--- src/sdb_params.svh ---
`ifndef SDB_PARAMS_SVH
`define SDB_PARAMS_SVH

// ----------------------------------------
// Register indexes on the plain port
// ----------------------------------------
`define SDB_OFS_RX_BUF      3'h0
`define SDB_OFS_TX_BUF      3'h1
`define SDB_OFS_DIV_LOW     3'h2
`define SDB_OFS_DIV_HIGH    3'h3
`define SDB_OFS_CTRL        3'h4
`define SDB_OFS_STATUS      3'h5

// ----------------------------------------
// Field positions
// ----------------------------------------
`define SDB_CTRL_SYNC       0
`define SDB_CTRL_FAST       1
`define SDB_CTRL_WIDE       2
`define SDB_CTRL_TX9        3
`define SDB_STAT_RX9        0
`define SDB_STAT_RX_FULL    1
`define SDB_STAT_TX_FULL    2
`define SDB_STAT_FIFO_DATA  3

// ----------------------------------------
// Reset values
// ----------------------------------------
`define SDB_RST_BYTE        8'h00
`define SDB_RST_CTRL        4'h0

// ----------------------------------------
// Prescale counts per rate formula
// ----------------------------------------
`define SDB_PRESC_SLOW      7'h40
`define SDB_PRESC_FAST      7'h10
`define SDB_PRESC_SYNC      7'h04

`endif

--- src/sdb_pkg.sv ---
package sdb_pkg;
   typedef logic [2:0]  sdb_addr_t;   // Register index
   typedef logic [7:0]  sdb_byte_t;   // Register data

   // All state of the top module
   typedef struct packed {
      logic [7:0]  rd_data;
      logic [7:0]  rx_byte;
      logic        rx_ninth;
      logic        rx_full;
      logic [7:0]  tx_last;
      logic [7:0]  tx_data;
      logic        tx_ninth;
      logic        tx_valid;
      logic        tx9_stage;
      logic [7:0]  div_low;
      logic [7:0]  div_high;
      logic        sync_mode;
      logic        fast_rate;
      logic        wide_div;
      logic [6:0]  pre_cnt;
      logic [15:0] rate_cnt;
      logic        tick;
   } sdb_top_s;
endpackage

--- src/sdb_fifo.sv ---
`timescale 1ns/1ps
module sdb_fifo #(
   parameter int WIDTH = 9,
   parameter int DEPTH = 32
) (
   input  wire logic             core_clk_in,
   input  wire logic             rst_b_in,
   input  wire logic             in_valid_in,
   input  wire logic [WIDTH-1:0] in_data_in,
   output logic                  in_ready_out,
   output logic                  out_valid_out,
   output logic [WIDTH-1:0]      out_data_out,
   input  wire logic             out_ready_in
);
   import sdb_pkg::*;
   localparam int AW = $clog2(DEPTH);

   // Pointers, fill level and registered flags
   typedef struct packed {
      logic [AW-1:0] wr_ptr;
      logic [AW-1:0] rd_ptr;
      logic [AW:0]   count;
      logic          not_full;
      logic          empty;
   } sdb_fifo_s;

   sdb_fifo_s        st;        // Current state
   sdb_fifo_s        next_st;   // Next state
   logic [WIDTH-1:0] mem [DEPTH]; // Storage array
   logic             push;      // Word accepted
   logic             pop;       // Word delivered

   // ----------------------------------------
   // Handshakes
   // ----------------------------------------
   assign push          = in_valid_in && st.not_full;
   assign pop           = out_ready_in && !st.empty;
   assign in_ready_out  = st.not_full;
   assign out_valid_out = !st.empty;
   assign out_data_out  = mem[st.rd_ptr];

   // Next pointers and flags; flags are registered so ready is a flop
   always_comb begin
      next_st = st;
      if (push) begin
         next_st.wr_ptr = st.wr_ptr + 1'b1;
      end
      if (pop) begin
         next_st.rd_ptr = st.rd_ptr + 1'b1;
      end
      if (push && !pop) begin
         next_st.count = st.count + 1'b1;
      end else if (pop && !push) begin
         next_st.count = st.count - 1'b1;
      end
      next_st.not_full = (next_st.count != (AW+1)'(DEPTH));
      next_st.empty = (next_st.count == '0);
   end

   // State register
   always_ff @(posedge core_clk_in or negedge rst_b_in) begin
      if (!rst_b_in) begin
         st       <= '0;
         st.empty <= 1'b1;
         st.not_full <= 1'b1;
      end else begin
         st <= next_st;
      end
   end

   // Storage carries no reset; contents are qualified by empty
   always_ff @(posedge core_clk_in) begin
      if (push) begin
         mem[st.wr_ptr] <= in_data_in;
      end
   end
endmodule

--- src/sdb_core.sv ---
// Behaviour
// - Receive buffer read-only, holds last character's low byte
// - Receive byte and ninth bit queued in a FIFO_DEPTH-deep FIFO ahead of the holding register
// - Transmit byte and ninth bit held in one register; a new write overwrites it
// - Low divider write restarts rate counter
// - High divider write restarts rate counter
// - High byte ignored unless wide divider selected
// - Divider is high and low bytes concatenated
// - Async narrow slow: clock over 64(n+1)
// - Async narrow fast or wide slow: 16(n+1)
// - Synchronous mode: clock over 4(n+1)
// - Wide select: 16-bit set, 8-bit clear
// - Fast select ignored in synchronous mode
// - Mode select picks synchronous or asynchronous
`timescale 1ns/1ps
`include "sdb_params.svh"
module sdb_core #(
   parameter int FIFO_DEPTH = 32
) (
   input  wire logic              core_clk_in,
   input  wire logic              rst_b_in,
   input  wire sdb_pkg::sdb_addr_t addr_in,
   input  wire sdb_pkg::sdb_byte_t wr_data_in,
   input  wire logic              wr_in,
   input  wire logic              rd_in,
   output sdb_pkg::sdb_byte_t     rd_data_out,
   input  wire logic              rx_valid_in,
   input  wire logic [7:0]        rx_data_in,
   input  wire logic              rx_ninth_in,
   output logic                   rx_ready_out,
   input  wire logic              tx_take_in,
   output logic                   tx_valid_out,
   output logic [7:0]             tx_data_out,
   output logic                   tx_ninth_out,
   output logic                   rate_tick_out,
   output logic                   sync_mode_out
);
   import sdb_pkg::*;

   // ----------------------------------------
   // Declarations
   // ----------------------------------------
   sdb_top_s    st;          // Current state
   sdb_top_s    next_st;     // Next state
   logic        f_valid;     // Receive FIFO holds a character
   logic [8:0]  f_data;      // Receive FIFO head, ninth bit on top
   logic        f_pop;       // Move FIFO head into the receive buffer
   logic        rd_rx;       // Software reads the receive buffer
   logic        restart;     // Divider write restarts the generator
   logic [15:0] eff_div;     // Divider in force
   logic [6:0]  presc;       // Prescale in force

   // ----------------------------------------
   // Helper functions
   // ----------------------------------------
   // Divider in force for the given bytes and width select
   function automatic logic [15:0] f_divider(input logic [7:0] lo,
                                             input logic [7:0] hi,
                                             input logic       wide);
      if (wide) begin
         f_divider = {hi, lo};
      end else begin
         f_divider = {8'h00, lo};
      end
   endfunction

   // Prescale for the mode, speed and width selects
   function automatic logic [6:0] f_prescale(input logic sync,
                                             input logic fast,
                                             input logic wide);
      if (sync) begin
         f_prescale = `SDB_PRESC_SYNC;
      end else if (wide && fast) begin
         f_prescale = `SDB_PRESC_SYNC;
      end else if (wide || fast) begin
         f_prescale = `SDB_PRESC_FAST;
      end else begin
         f_prescale = `SDB_PRESC_SLOW;
      end
   endfunction

   // ----------------------------------------
   // Receive FIFO
   // ----------------------------------------
   // Deep buffering ahead of the holding register; the shifter stalls on rx_ready_out
   sdb_fifo #(
      .WIDTH (9),
      .DEPTH (FIFO_DEPTH)
   ) u_rx_fifo (
      .core_clk_in   (core_clk_in),
      .rst_b_in      (rst_b_in),
      .in_valid_in   (rx_valid_in),
      .in_data_in    ({rx_ninth_in, rx_data_in}),
      .in_ready_out  (rx_ready_out),
      .out_valid_out (f_valid),
      .out_data_out  (f_data),
      .out_ready_in  (f_pop)
   );

   // ----------------------------------------
   // Decode
   // ----------------------------------------
   assign rd_rx   = rd_in && (addr_in == `SDB_OFS_RX_BUF);
   assign restart = wr_in && ((addr_in == `SDB_OFS_DIV_LOW) || (addr_in == `SDB_OFS_DIV_HIGH));
   // Holding register refills when empty or emptied by this read
   assign f_pop   = f_valid && (!st.rx_full || rd_rx);
   assign eff_div = f_divider(st.div_low, st.div_high, st.wide_div);
   assign presc   = f_prescale(st.sync_mode, st.fast_rate, st.wide_div);

   // ----------------------------------------
   // Next state
   // ----------------------------------------
   always_comb begin
      next_st = st;
      // Register writes; the receive buffer has no write path
      if (wr_in) begin
         case (addr_in)
            `SDB_OFS_TX_BUF: begin
               next_st.tx_last = wr_data_in;
            end
            `SDB_OFS_DIV_LOW: begin
               next_st.div_low = wr_data_in;
            end
            `SDB_OFS_DIV_HIGH: begin
               next_st.div_high = wr_data_in;
            end
            `SDB_OFS_CTRL: begin
               next_st.sync_mode = wr_data_in[`SDB_CTRL_SYNC];
               next_st.fast_rate = wr_data_in[`SDB_CTRL_FAST];
               next_st.wide_div  = wr_data_in[`SDB_CTRL_WIDE];
               next_st.tx9_stage = wr_data_in[`SDB_CTRL_TX9];
            end
            default: begin
               // Read-only or unmapped: ignored
            end
         endcase
      end

      // Read data, answered one cycle later; unmapped reads as zero
      next_st.rd_data = 8'h00;
      if (rd_in) begin
         case (addr_in)
            `SDB_OFS_RX_BUF: begin
               next_st.rd_data = st.rx_byte;
            end
            `SDB_OFS_TX_BUF: begin
               next_st.rd_data = st.tx_last;
            end
            `SDB_OFS_DIV_LOW: begin
               next_st.rd_data = st.div_low;
            end
            `SDB_OFS_DIV_HIGH: begin
               next_st.rd_data = st.div_high;
            end
            `SDB_OFS_CTRL: begin
               next_st.rd_data[`SDB_CTRL_SYNC] = st.sync_mode;
               next_st.rd_data[`SDB_CTRL_FAST] = st.fast_rate;
               next_st.rd_data[`SDB_CTRL_WIDE] = st.wide_div;
               next_st.rd_data[`SDB_CTRL_TX9]  = st.tx9_stage;
            end
            `SDB_OFS_STATUS: begin
               next_st.rd_data[`SDB_STAT_RX9]       = st.rx_ninth;
               next_st.rd_data[`SDB_STAT_RX_FULL]   = st.rx_full;
               next_st.rd_data[`SDB_STAT_TX_FULL]   = st.tx_valid;
               next_st.rd_data[`SDB_STAT_FIFO_DATA] = f_valid;
            end
            default: begin
               next_st.rd_data = 8'h00;
            end
         endcase
      end

      // Receive holding register; byte and ninth bit move together
      if (f_pop) begin
         next_st.rx_byte  = f_data[7:0];
         next_st.rx_ninth = f_data[8];
         next_st.rx_full  = 1'b1;
      end else if (rd_rx) begin
         // Data stays readable; only the full flag drops
         next_st.rx_full = 1'b0;
      end

      // Transmit holding register; the take clears, a write in the same cycle wins
      if (tx_take_in) begin
         next_st.tx_valid = 1'b0;
      end
      if (wr_in && (addr_in == `SDB_OFS_TX_BUF)) begin
         next_st.tx_data  = wr_data_in;
         next_st.tx_ninth = st.tx9_stage;
         next_st.tx_valid = 1'b1;
      end

      // Rate generator
      next_st.tick = 1'b0;
      if (restart) begin
         // Counter restarts from the new divider
         next_st.pre_cnt  = 7'h00;
         next_st.rate_cnt = f_divider(next_st.div_low, next_st.div_high, st.wide_div);
      end else if (st.pre_cnt >= presc - 7'h01) begin
         // Compare by >= so a mode change mid-count cannot overrun
         next_st.pre_cnt = 7'h00;
         if (st.rate_cnt == 16'h0000) begin
            next_st.rate_cnt = eff_div;
            next_st.tick     = 1'b1;
         end else begin
            next_st.rate_cnt = st.rate_cnt - 16'h0001;
         end
      end else begin
         next_st.pre_cnt = st.pre_cnt + 7'h01;
      end
   end

   // ----------------------------------------
   // State register
   // ----------------------------------------
   always_ff @(posedge core_clk_in or negedge rst_b_in) begin
      if (!rst_b_in) begin
         st          <= '0;
         st.rx_byte  <= `SDB_RST_BYTE;
         st.tx_last  <= `SDB_RST_BYTE;
         st.div_low  <= `SDB_RST_BYTE;
         st.div_high <= `SDB_RST_BYTE;
      end else begin
         st <= next_st;
      end
   end

   // ----------------------------------------
   // Outputs, each straight from a flop
   // ----------------------------------------
   assign rd_data_out   = st.rd_data;
   assign tx_valid_out  = st.tx_valid;
   assign tx_data_out   = st.tx_data;
   assign tx_ninth_out  = st.tx_ninth;
   assign rate_tick_out = st.tick;
   assign sync_mode_out = st.sync_mode;

   // ----------------------------------------
   // Assertions
   // ----------------------------------------
   property p_rx_readonly;
      @(posedge core_clk_in) disable iff (!rst_b_in)
      (wr_in && addr_in == `SDB_OFS_RX_BUF && !f_pop) |=> $stable(st.rx_byte);
   endproperty
   a_rx_readonly: assert property (p_rx_readonly) else $error("receive buffer changed by a write");

   property p_rx_read;
      @(posedge core_clk_in) disable iff (!rst_b_in)
      rd_rx |=> (rd_data_out == $past(st.rx_byte));
   endproperty
   a_rx_read: assert property (p_rx_read) else $error("receive read returned wrong byte");

   property p_rx_hold;
      @(posedge core_clk_in) disable iff (!rst_b_in)
      (st.rx_full && !rd_rx && rx_valid_in) |=> ($stable(st.rx_byte) && $stable(st.rx_ninth));
   endproperty
   a_rx_hold: assert property (p_rx_hold) else $error("held character overwritten");

   property p_tx_load;
      @(posedge core_clk_in) disable iff (!rst_b_in)
      (wr_in && addr_in == `SDB_OFS_TX_BUF)
         |=> (tx_valid_out && tx_data_out == $past(wr_data_in) && tx_ninth_out == $past(st.tx9_stage));
   endproperty
   a_tx_load: assert property (p_tx_load) else $error("transmit write not held");

   property p_restart_low;
      @(posedge core_clk_in) disable iff (!rst_b_in)
      (wr_in && addr_in == `SDB_OFS_DIV_LOW) |=> (st.pre_cnt == 7'h00 && st.rate_cnt == eff_div && !rate_tick_out);
   endproperty
   a_restart_low: assert property (p_restart_low) else $error("low write did not restart");

   property p_restart_high;
      @(posedge core_clk_in) disable iff (!rst_b_in)
      (wr_in && addr_in == `SDB_OFS_DIV_HIGH) |=> (st.pre_cnt == 7'h00 && st.rate_cnt == eff_div);
   endproperty
   a_restart_high: assert property (p_restart_high) else $error("high write did not restart");

   property p_narrow;
      @(posedge core_clk_in) disable iff (!rst_b_in)
      !st.wide_div |-> (eff_div == {8'h00, st.div_low});
   endproperty
   a_narrow: assert property (p_narrow) else $error("high byte used in narrow mode");

   property p_wide;
      @(posedge core_clk_in) disable iff (!rst_b_in)
      st.wide_div |-> (eff_div == {st.div_high, st.div_low});
   endproperty
   a_wide: assert property (p_wide) else $error("wide divider not concatenated");

   property p_slow;
      @(posedge core_clk_in) disable iff (!rst_b_in)
      (!st.sync_mode && !st.wide_div && !st.fast_rate) |-> (presc == 7'h40);
   endproperty
   a_slow: assert property (p_slow) else $error("slow prescale not 64");

   property p_mid;
      @(posedge core_clk_in) disable iff (!rst_b_in)
      (!st.sync_mode && (st.wide_div ^ st.fast_rate)) |-> (presc == 7'h10);
   endproperty
   a_mid: assert property (p_mid) else $error("prescale not 16");

   property p_sync;
      @(posedge core_clk_in) disable iff (!rst_b_in)
      (st.sync_mode || (st.wide_div && st.fast_rate)) |-> (presc == 7'h04);
   endproperty
   a_sync: assert property (p_sync) else $error("prescale not 4");

   property p_reload;
      @(posedge core_clk_in) disable iff (!rst_b_in)
      (rate_tick_out && !$past(wr_in)) |-> (st.rate_cnt == eff_div && st.pre_cnt == 7'h00);
   endproperty
   a_reload: assert property (p_reload) else $error("tick without reload");

   property p_tick_gap;
      @(posedge core_clk_in) disable iff (!rst_b_in)
      rate_tick_out |=> !rate_tick_out [*3];
   endproperty
   a_tick_gap: assert property (p_tick_gap) else $error("ticks closer than four cycles");

   property p_tx_take;
      @(posedge core_clk_in) disable iff (!rst_b_in)
      (tx_take_in && !(wr_in && addr_in == `SDB_OFS_TX_BUF)) |=> !tx_valid_out;
   endproperty
   a_tx_take: assert property (p_tx_take) else $error("taken character still held");

   property p_rx_fill;
      @(posedge core_clk_in) disable iff (!rst_b_in)
      f_pop |=> (st.rx_full && {st.rx_ninth, st.rx_byte} == $past(f_data));
   endproperty
   a_rx_fill: assert property (p_rx_fill) else $error("queued character not moved to holding");

   property p_rx9_read;
      @(posedge core_clk_in) disable iff (!rst_b_in)
      (rd_in && addr_in == `SDB_OFS_STATUS) |=> (rd_data_out[`SDB_STAT_RX9] == $past(st.rx_ninth));
   endproperty
   a_rx9_read: assert property (p_rx9_read) else $error("ninth received bit misreported");

   // Between ticks the counter must step down once per prescale expiry
   property p_count_down;
      @(posedge core_clk_in) disable iff (!rst_b_in)
      (!restart && st.pre_cnt >= presc - 7'h01 && st.rate_cnt != 16'h0000)
         |=> (st.rate_cnt == $past(st.rate_cnt) - 16'h0001 && !rate_tick_out);
   endproperty
   a_count_down: assert property (p_count_down) else $error("rate counter skipped a step");
endmodule

--- config.mk ---
export PLATFORM = sky130hd
export DESIGN_NAME = sdb_core
export DESIGN_NICKNAME = d
export VERILOG_FILES = /design/src/sdb_pkg.sv /design/src/sdb_fifo.sv /design/src/sdb_core.sv
export VERILOG_INCLUDE_DIRS = /design/src
export SDC_FILE = /design/constraint.sdc
export NUM_CORES = 1
export LEC_CHECK = 0
export CAP_MARGIN = 10
export CORE_MARGIN = 5
export CORE_UTILIZATION = 55
export CTS_CLUSTER_SIZE = 40
export DETAILED_ROUTE_END_ITERATION = 7
export DONT_BUFFER_PORTS = 1
export PLACE_DENSITY = 0.82
export SLEW_MARGIN = 15
export SYNTH_ARGS = -nofsm -noshare
export SYNTH_HDL_FRONTEND = slang
export SYNTH_SLANG_ARGS = --single-unit
export TNS_END_PERCENT = 1
--- constraint.sdc ---
create_clock -name core_clk_in -period 3.24 [get_ports core_clk_in]
set_input_delay 0.324 -clock core_clk_in [delete_from_list [all_inputs] [get_ports core_clk_in]]
set_output_delay 0.324 -clock core_clk_in [all_outputs]
set_load 0.03 [all_outputs]
==> results.tsv, run 1 <==
metric	value	unit
status	complete, no violations	
part of the power in combinational logic	0.268	
hpwl dp	21000	µm
VDD IR max	0.000530	V
Layout Cells excl Fill	1380	
GP Congestion	0.853	
Post-synth ARST share	0.238	
gr busiest metal	met2	
Post-CTS Setup Inserts	0	
Skew-Pair Late Insertion Delay	0.53	ns
routed vias/inst	6.36	
per-cell routed wire length	25.9	µm
Worst Path Arrival	3.58	ns
DIE HEIGHT	180	µm
Avg Synthesized Cell Area	17.2	µm²
Lkg Pwr	6.36	nW
cell family with the largest share of critical-path delay	compound AO/OA/AOI/OAI gates	
Horiz. Die Dim	180	µm
synth warn	0	
worst hold path class	in2reg	
Vias	8778	
register area share after synthesis	0.685	
Setup CP Type	reg2reg	
clk_skew	0.0175	ns
Final nets	1013	
P_sw	4.55	mW
final setup fails	0	
Setup TNS	0	ns
maximum clock path buffer count	3	
crit-path max FO	17	
grt total ovfl	0	
largest net degree at the start of global routing	91	
Slowest cell on crit path	a221o_1	
crit path cell chain	ha_1 -> or2_2 -> inv_1 -> ha_1 -> xnor2_1 -> ha_1 -> and3_1 -> a221o_1 -> a311oi_4 -> buf_4 -> a32o_1 -> a31o_2	
Port Buffer Count	0	
most used cell, CP	ha_1	
internal power	10.3	mW
met2 GRT Util	0.370	
fin util	0.629	
first-pass GRT wire length	55000	µm
fin crit share	0.963	
nature of the critical path endpoint	flip-flop	
number of remaining DRC errors	0	
Cell variety after synth	65	
Layout area overhead	13.1	%
GRT met1 Usage	0.298	
number of synthesized flops with an enable pin	288	
ys flop type	edfxtp_1	
Sw Ratio	0.307	
CTS HTree Levels	2	
reg-to-reg slack, setup	0.12	ns
Worst Path Buf+Inv	2	
I/O Pins	47	
ant diodes	0	
Multi-input gate area	0.00469	mm²
Starting DRT DRC Count	950	
die area	0.0324	mm²
Final ANT Viol Nets	0	
crit-path max cell delay	0.42	ns
vias in the first global route	8908	
floorplan row count	62	
placeable core region	0.0286	mm²
met3 Use GR	0.0400	
CTS tree	built	
post-layout min period	3.12	ns
Total GRT Usage	0.219	
Worst-Margin Slew	1.22	ns
# clock sinks	378	
post-synth net total	971	
mapped cell area	0.0159	mm²
final hold viol count	0	
startpoint types	flip-flop	
clock root buffer	clkbuf_16	
Slew Viols, Final	0	
fill count	1894	
fmax	0.321	GHz
Mapped Cells	928	
part of the power in registers	0.441	
clock network power share	0.291	
WP data required	3.71	ns
share of cells above drive strength 1	0.246	
WL final	35700	µm
max_cap viols	0	
Reg area	0.0109	mm²
PwrDens	824	mW/mm²
#FFs+latches synth	378	
RSZ-0062 raised after global routing	false	
relative slew slack	0.184	
DR pass1 iterations	5	
initial antenna violation count	0	
Initial Util	0.556	
CTS Buf Count	37	
clock slew seen by the registers of the worst setup and hold paths	0.06	ns
placed instance count	1294	
[worst register-to-register path: cells and delay by family, from the launching register on]
family | cells | cell delay (ns)
AO/OA/AOI/OAI | 4 | 0.95
adder cells (fa/ha/maj) | 3 | 0.67
AND/OR/NAND/NOR | 2 | 0.55
flip-flops | 1 | 0.41
buffers and inverters | 2 | 0.33
XOR/XNOR | 1 | 0.15
[layout by cell type (no fill, tap or decap), drive strengths merged, types with 20 or more instances in the layout]
master  synthesis  final
mux2           28     28
edfxtp        288    288
nor2           71     71
mux2i          28     28
clkbuf         29     45
dfrtp          88     88
buf            32     52
a21oi          20     20
nand2          36     36
mux4           84     84
[flip-flops by register name, indices dropped and copies added, names as in the netlist]
register                flops
tx_valid_out                1
u_rx_fifo.in_ready_out      1
u_rx_fifo.st               17
u_rx_fifo.mem             288
sync_mode_out               1
tx_ninth_out                1
rate_tick_out               1
st                         60
rd_data_out                 8
[final timing paths]
check | start | end | cells past startpoint
max in group asynchronous | rst_b_in | st[60] | 2
worst max register to register | st[24] | st[11] | 12
min in group asynchronous | rst_b_in | u_rx_fifo.st[3] | 2
worst min-delay path | addr_in[1] | rd_data_out[3] | 2
worst min register to register | u_rx_fifo.st[7] | u_rx_fifo.st[7] | 1
worst max-delay path | st[24] | st[11] | 12
[layout make-up]
cell class,instances,share of cell area
Clock buffer,45,0.0553
Clock inverter,20,0.0127
Inverter,12,0.00250
Multi-Input combinational cell,477,0.260
Sequential cell,378,0.606
Tap cell,384,0.0267
Timing Repair Buffer,64,0.0363
[kinds of logic (layout without fill, tap and decap cells)]
group / after synthesis / in the layout / share of synthesized area
mux: 140 / 140 / 0.156
buf+inv: 73 / 141 / 0.0219
fa+ha+maj: 17 / 17 / 0.0134
xor+xnor: 29 / 29 / 0.0160
simple gates: 182 / 182 / 0.0571
compound gates: 109 / 109 / 0.0504
flops: 378 / 378 / 0.685
[routing by layer]
metal  wire length [µm]  part of all wire  up-vias
met5                  0                 0        -
met3               2390             0.067       66
met1              14200              0.40     4639
met2              18200              0.51      353
li1                   -                 -     3720
met4                979             0.027        0
[cell usage after synthesis, types with 6 or more instances]
cell        n  share of area
clkbuf_1   29         0.0068
o22ai_1     7         0.0028
mux4_2     84           0.12
ha_1       17          0.013
nor2b_1    13         0.0051
a21oi_1    19         0.0060
and2_1      7         0.0028
nor2_1     71          0.017
mux2_2     28          0.020
a221o_1     6         0.0038
o21ai_0    16         0.0050
mux2i_1    28          0.018
a21o_1      6         0.0028
dfrtp_1    88           0.14
nand2_1    36         0.0085
xnor2_1    16         0.0088
nand3_1    12         0.0038
edfxtp_1  288           0.54
a22oi_1    11         0.0052
xor2_1     13         0.0072
buf_4      16         0.0075
a22o_1      8         0.0044
buf_2      11         0.0035
inv_1      12         0.0028
[power by group through the flow]
| stage | logic (mW) | registers [mW] | clock network [mW] |
|---|---|---|---|
| floorplan | 3.12 | 6.20 | 0 |
| global placement | 3.68 | 6.57 | 0 |
| detailed placement | 3.76 | 6.60 | 0 |
| CTS | 3.97 | 6.52 | 4.38 |
| global route | 4.28 | 6.60 | 4.60 |
| finish | 3.97 | 6.54 | 4.32 |
[through the flow]
step	instance area [µm²]	hold WS [ns]	power (mW)	setup WS [ns]
2_1_floorplan	15900	0.0284	9.32	0.0166
3_3_place_gp	16500	0.0330	10.2	0.248
3_5_place_dp	16500	0.0324	10.4	0.160
4_1_cts	18000	0.0104	14.9	0.104
5_1_grt	18000	0.0187	15.5	0.0151
6_report	18000	0.0243	14.8	0.121
[what timing repair did]
| item | 4_1_cts | 5_1_grt |
|---|---|---|
| hold buffers | 21 | 0 |
| endpoints found under the hold margin | 411 | 0 |
| setup endpoints to repair | 0 | 5 |
| gates resized for setup | 0 | 2 |
Power figures use the tool's default switching activity.
==> run 2: changes to the inputs <==
- CORE_UTILIZATION: 55 -> 57
- PLACE_DENSITY: 0.82 -> 0.84
- TNS_END_PERCENT: 1 -> 50
==> run 2 against run 1 <==
Effect of this change: utilization increased by 2.2 points; global-route usage is 1.8 points higher; setup slack gained 0.040 ns; final area increased by 0.22%; critical path depth stayed put; non-clock buffer count rose by 10; register-to-register slack better by 0.04 ns; flip-flop and latch count unchanged; combinational power increased by 2%; via count is 2.8% higher; first-iteration DRC count rose by 20%; critical endpoint is now st[1]; largest cell class unchanged.
==> results.tsv, run 2 (synthesis results as in run 1) <==
metric	value	unit
Critical path origin	st[24]	
max_cap viols	0	
final setup fails	0	
biggest regs	u_rx_fifo.mem (288), st (60), u_rx_fifo.st (17)	
maximum clock path buffer count	3	
most flop-heavy register	u_rx_fifo.mem	
Initial Util	0.574	
share of cells above drive strength 1	0.246	
RSZ-0062 raised after global routing	false	
fin crit share	0.950	
Hold Crit Endpoint	rd_data_out[1]	
routed vias/inst	6.50	
Horiz. Die Dim	177	µm
pre-CTS setup slack	0.172	ns
relative slew slack	0.361	
grt total ovfl	0	
largest net degree at the start of global routing	91	
clock network power share	0.281	
vias in the first global route	9208	
clock slew seen by the registers of the worst setup and hold paths	0.06	ns
Total GRT Usage	0.237	
P_sw	4.69	mW
fill count	1778	
crit-path max FO	17	
Sw Ratio	0.317	
leading cell type in the layout, fill and taps excluded	edfxtp_1	
VDD IR max	0.000633	V
Reg2Reg Capture Point	st[1]	
hpwl dp	21500	µm
I/O Pins	47	
status	complete, no violations	
Lkg Pwr	6.39	nW
Layout area overhead	13.3	%
GP Congestion	0.881	
PwrDens	821	mW/mm²
per-cell routed wire length	26.4	µm
part of the power in combinational logic	0.272	
Largest register FFs	288	
floorplan row count	61	
Worst-Margin Slew	0.958	ns
nature of the critical path endpoint	flip-flop	
Slew Viols, Final	0	
DR pass1 iterations	6	
reg2reg path depth	12	
Slowest cell on crit path	a221o_1	
worst hold path class	in2reg	
reg-to-reg slack, setup	0.16	ns
hold depth	2	
Vias	9028	
placed cell area	0.0165	mm²
total power	14.8	mW
crit-path max cell delay	0.42	ns
CTS HTree Levels	2	
startpoint types	flip-flop	
clock root buffer	clkbuf_16	
worst r2r src	st[24]	
first-pass GRT wire length	56200	µm
WP depth	12	
Final ANT Viol Nets	0	
Starting DRT DRC Count	1141	
Skew-Pair Late Insertion Delay	0.55	ns
Port Buffer Count	0	
Setup TNS	0	ns
commonest cells after routing, fill and taps aside	edfxtp_1 (288), dfrtp_1 (86), mux4_2 (84)	
crit path cell chain	ha_1 -> or2_2 -> inv_1 -> ha_1 -> xnor2_1 -> ha_1 -> and3_1 -> a221o_1 -> a311oi_4 -> buf_4 -> a21oi_1 -> o21ai_0	
die area	0.0314	mm²
Worst Path Arrival	3.51	ns
Setup CP Type	reg2reg	
post-layout min period	3.08	ns
cell family with the largest share of critical-path delay	compound AO/OA/AOI/OAI gates	
# clock sinks	378	
CTS tree	built	
Final Cell Area	0.0180	mm²
number of remaining DRC errors	0	
final hold viol count	0	
part of the power in registers	0.447	
internal power	10.1	mW
fmax	0.325	GHz
DIE HEIGHT	177	µm
Hold Path Origin	addr_in[1]	
Worst Path Buf+Inv	2	
placeable core region	0.0277	mm²
clk_skew	0.0339	ns
WP data required	3.67	ns
WL final	36700	µm
worst setup margin	0.161	ns
ant diodes	0	
initial antenna violation count	0	
Final nets	1024	
most used cell, CP	ha_1	
CTS Buf Count	38	
Post-CTS Setup Inserts	0	
final hold slack	0.0274	ns
[run 2: cell count changes in the layout (fill, tap and decap cells not counted), sizes merged]
cell         delta
clkinvlp        -1
bufinv          -2
buf             +8
clkbuf          +2
inv             -1
dlygate4sd3     +2
clkinv          +7
[run 2: layer usage]
layer | GRT usage | vias to the layer above | wire (µm)
met3 | 0.0399 | 94 | 3090
met5 | 0 | - | 0
li1 | - | 3746 | -
met2 | 0.392 | 515 | 18400
met1 | 0.327 | 4673 | 14000
met4 | 0.0764 | 0 | 1160
[run 2: cell type report]
type	instances	area, µm²	share of cell area
clock buffers	47	985	0.0546
clock inverters	23	181	0.0101
inverters	12	45.0	0.00250
multi-input cells	477	4690	0.260
flip-flops and latches	378	10900	0.605
well taps	378	473	0.0262
repair buffers	74	758	0.0420
[run 2: worst max-delay path by stage]
| stage | to | slack, ns |
|---|---|---|
| 2_1_floorplan | st[3] | 0.02 |
| 3_3_place_gp | st[4] | 0.27 |
| 3_5_place_dp | st[12] | 0.17 |
| 4_1_cts | st[8] | 0.16 |
| 5_1_grt | st[15] | 0.03 |
| 6_report | st[1] | 0.16 |
[run 2: repair_timing]
action | in CTS | in global routing
gates resized for setup | 0 | 2
hold buffers | 24 | 0
endpoints found under the hold margin | 411 | 0
setup endpoints to repair | 0 | 5
[run 2: power groups by stage]
stage	combinational (mW)	clock [mW]	sequential, mW
global route	4.32	4.42	6.67
finish	4.04	4.16	6.62
detailed placement	3.76	0	6.67
global placement	3.66	0	6.63
CTS	3.99	4.21	6.59
floorplan	3.12	0	6.20
[run 2: metrics by stage]
| step | cells | util |
|---|---|---|
| CTS | 1389 | 0.651 |
| global route | 1389 | 0.651 |
| finish | 1389 | 0.651 |
| global placement | 1295 | 0.597 |
| detailed placement | 1295 | 0.597 |
| floorplan | 928 | - |
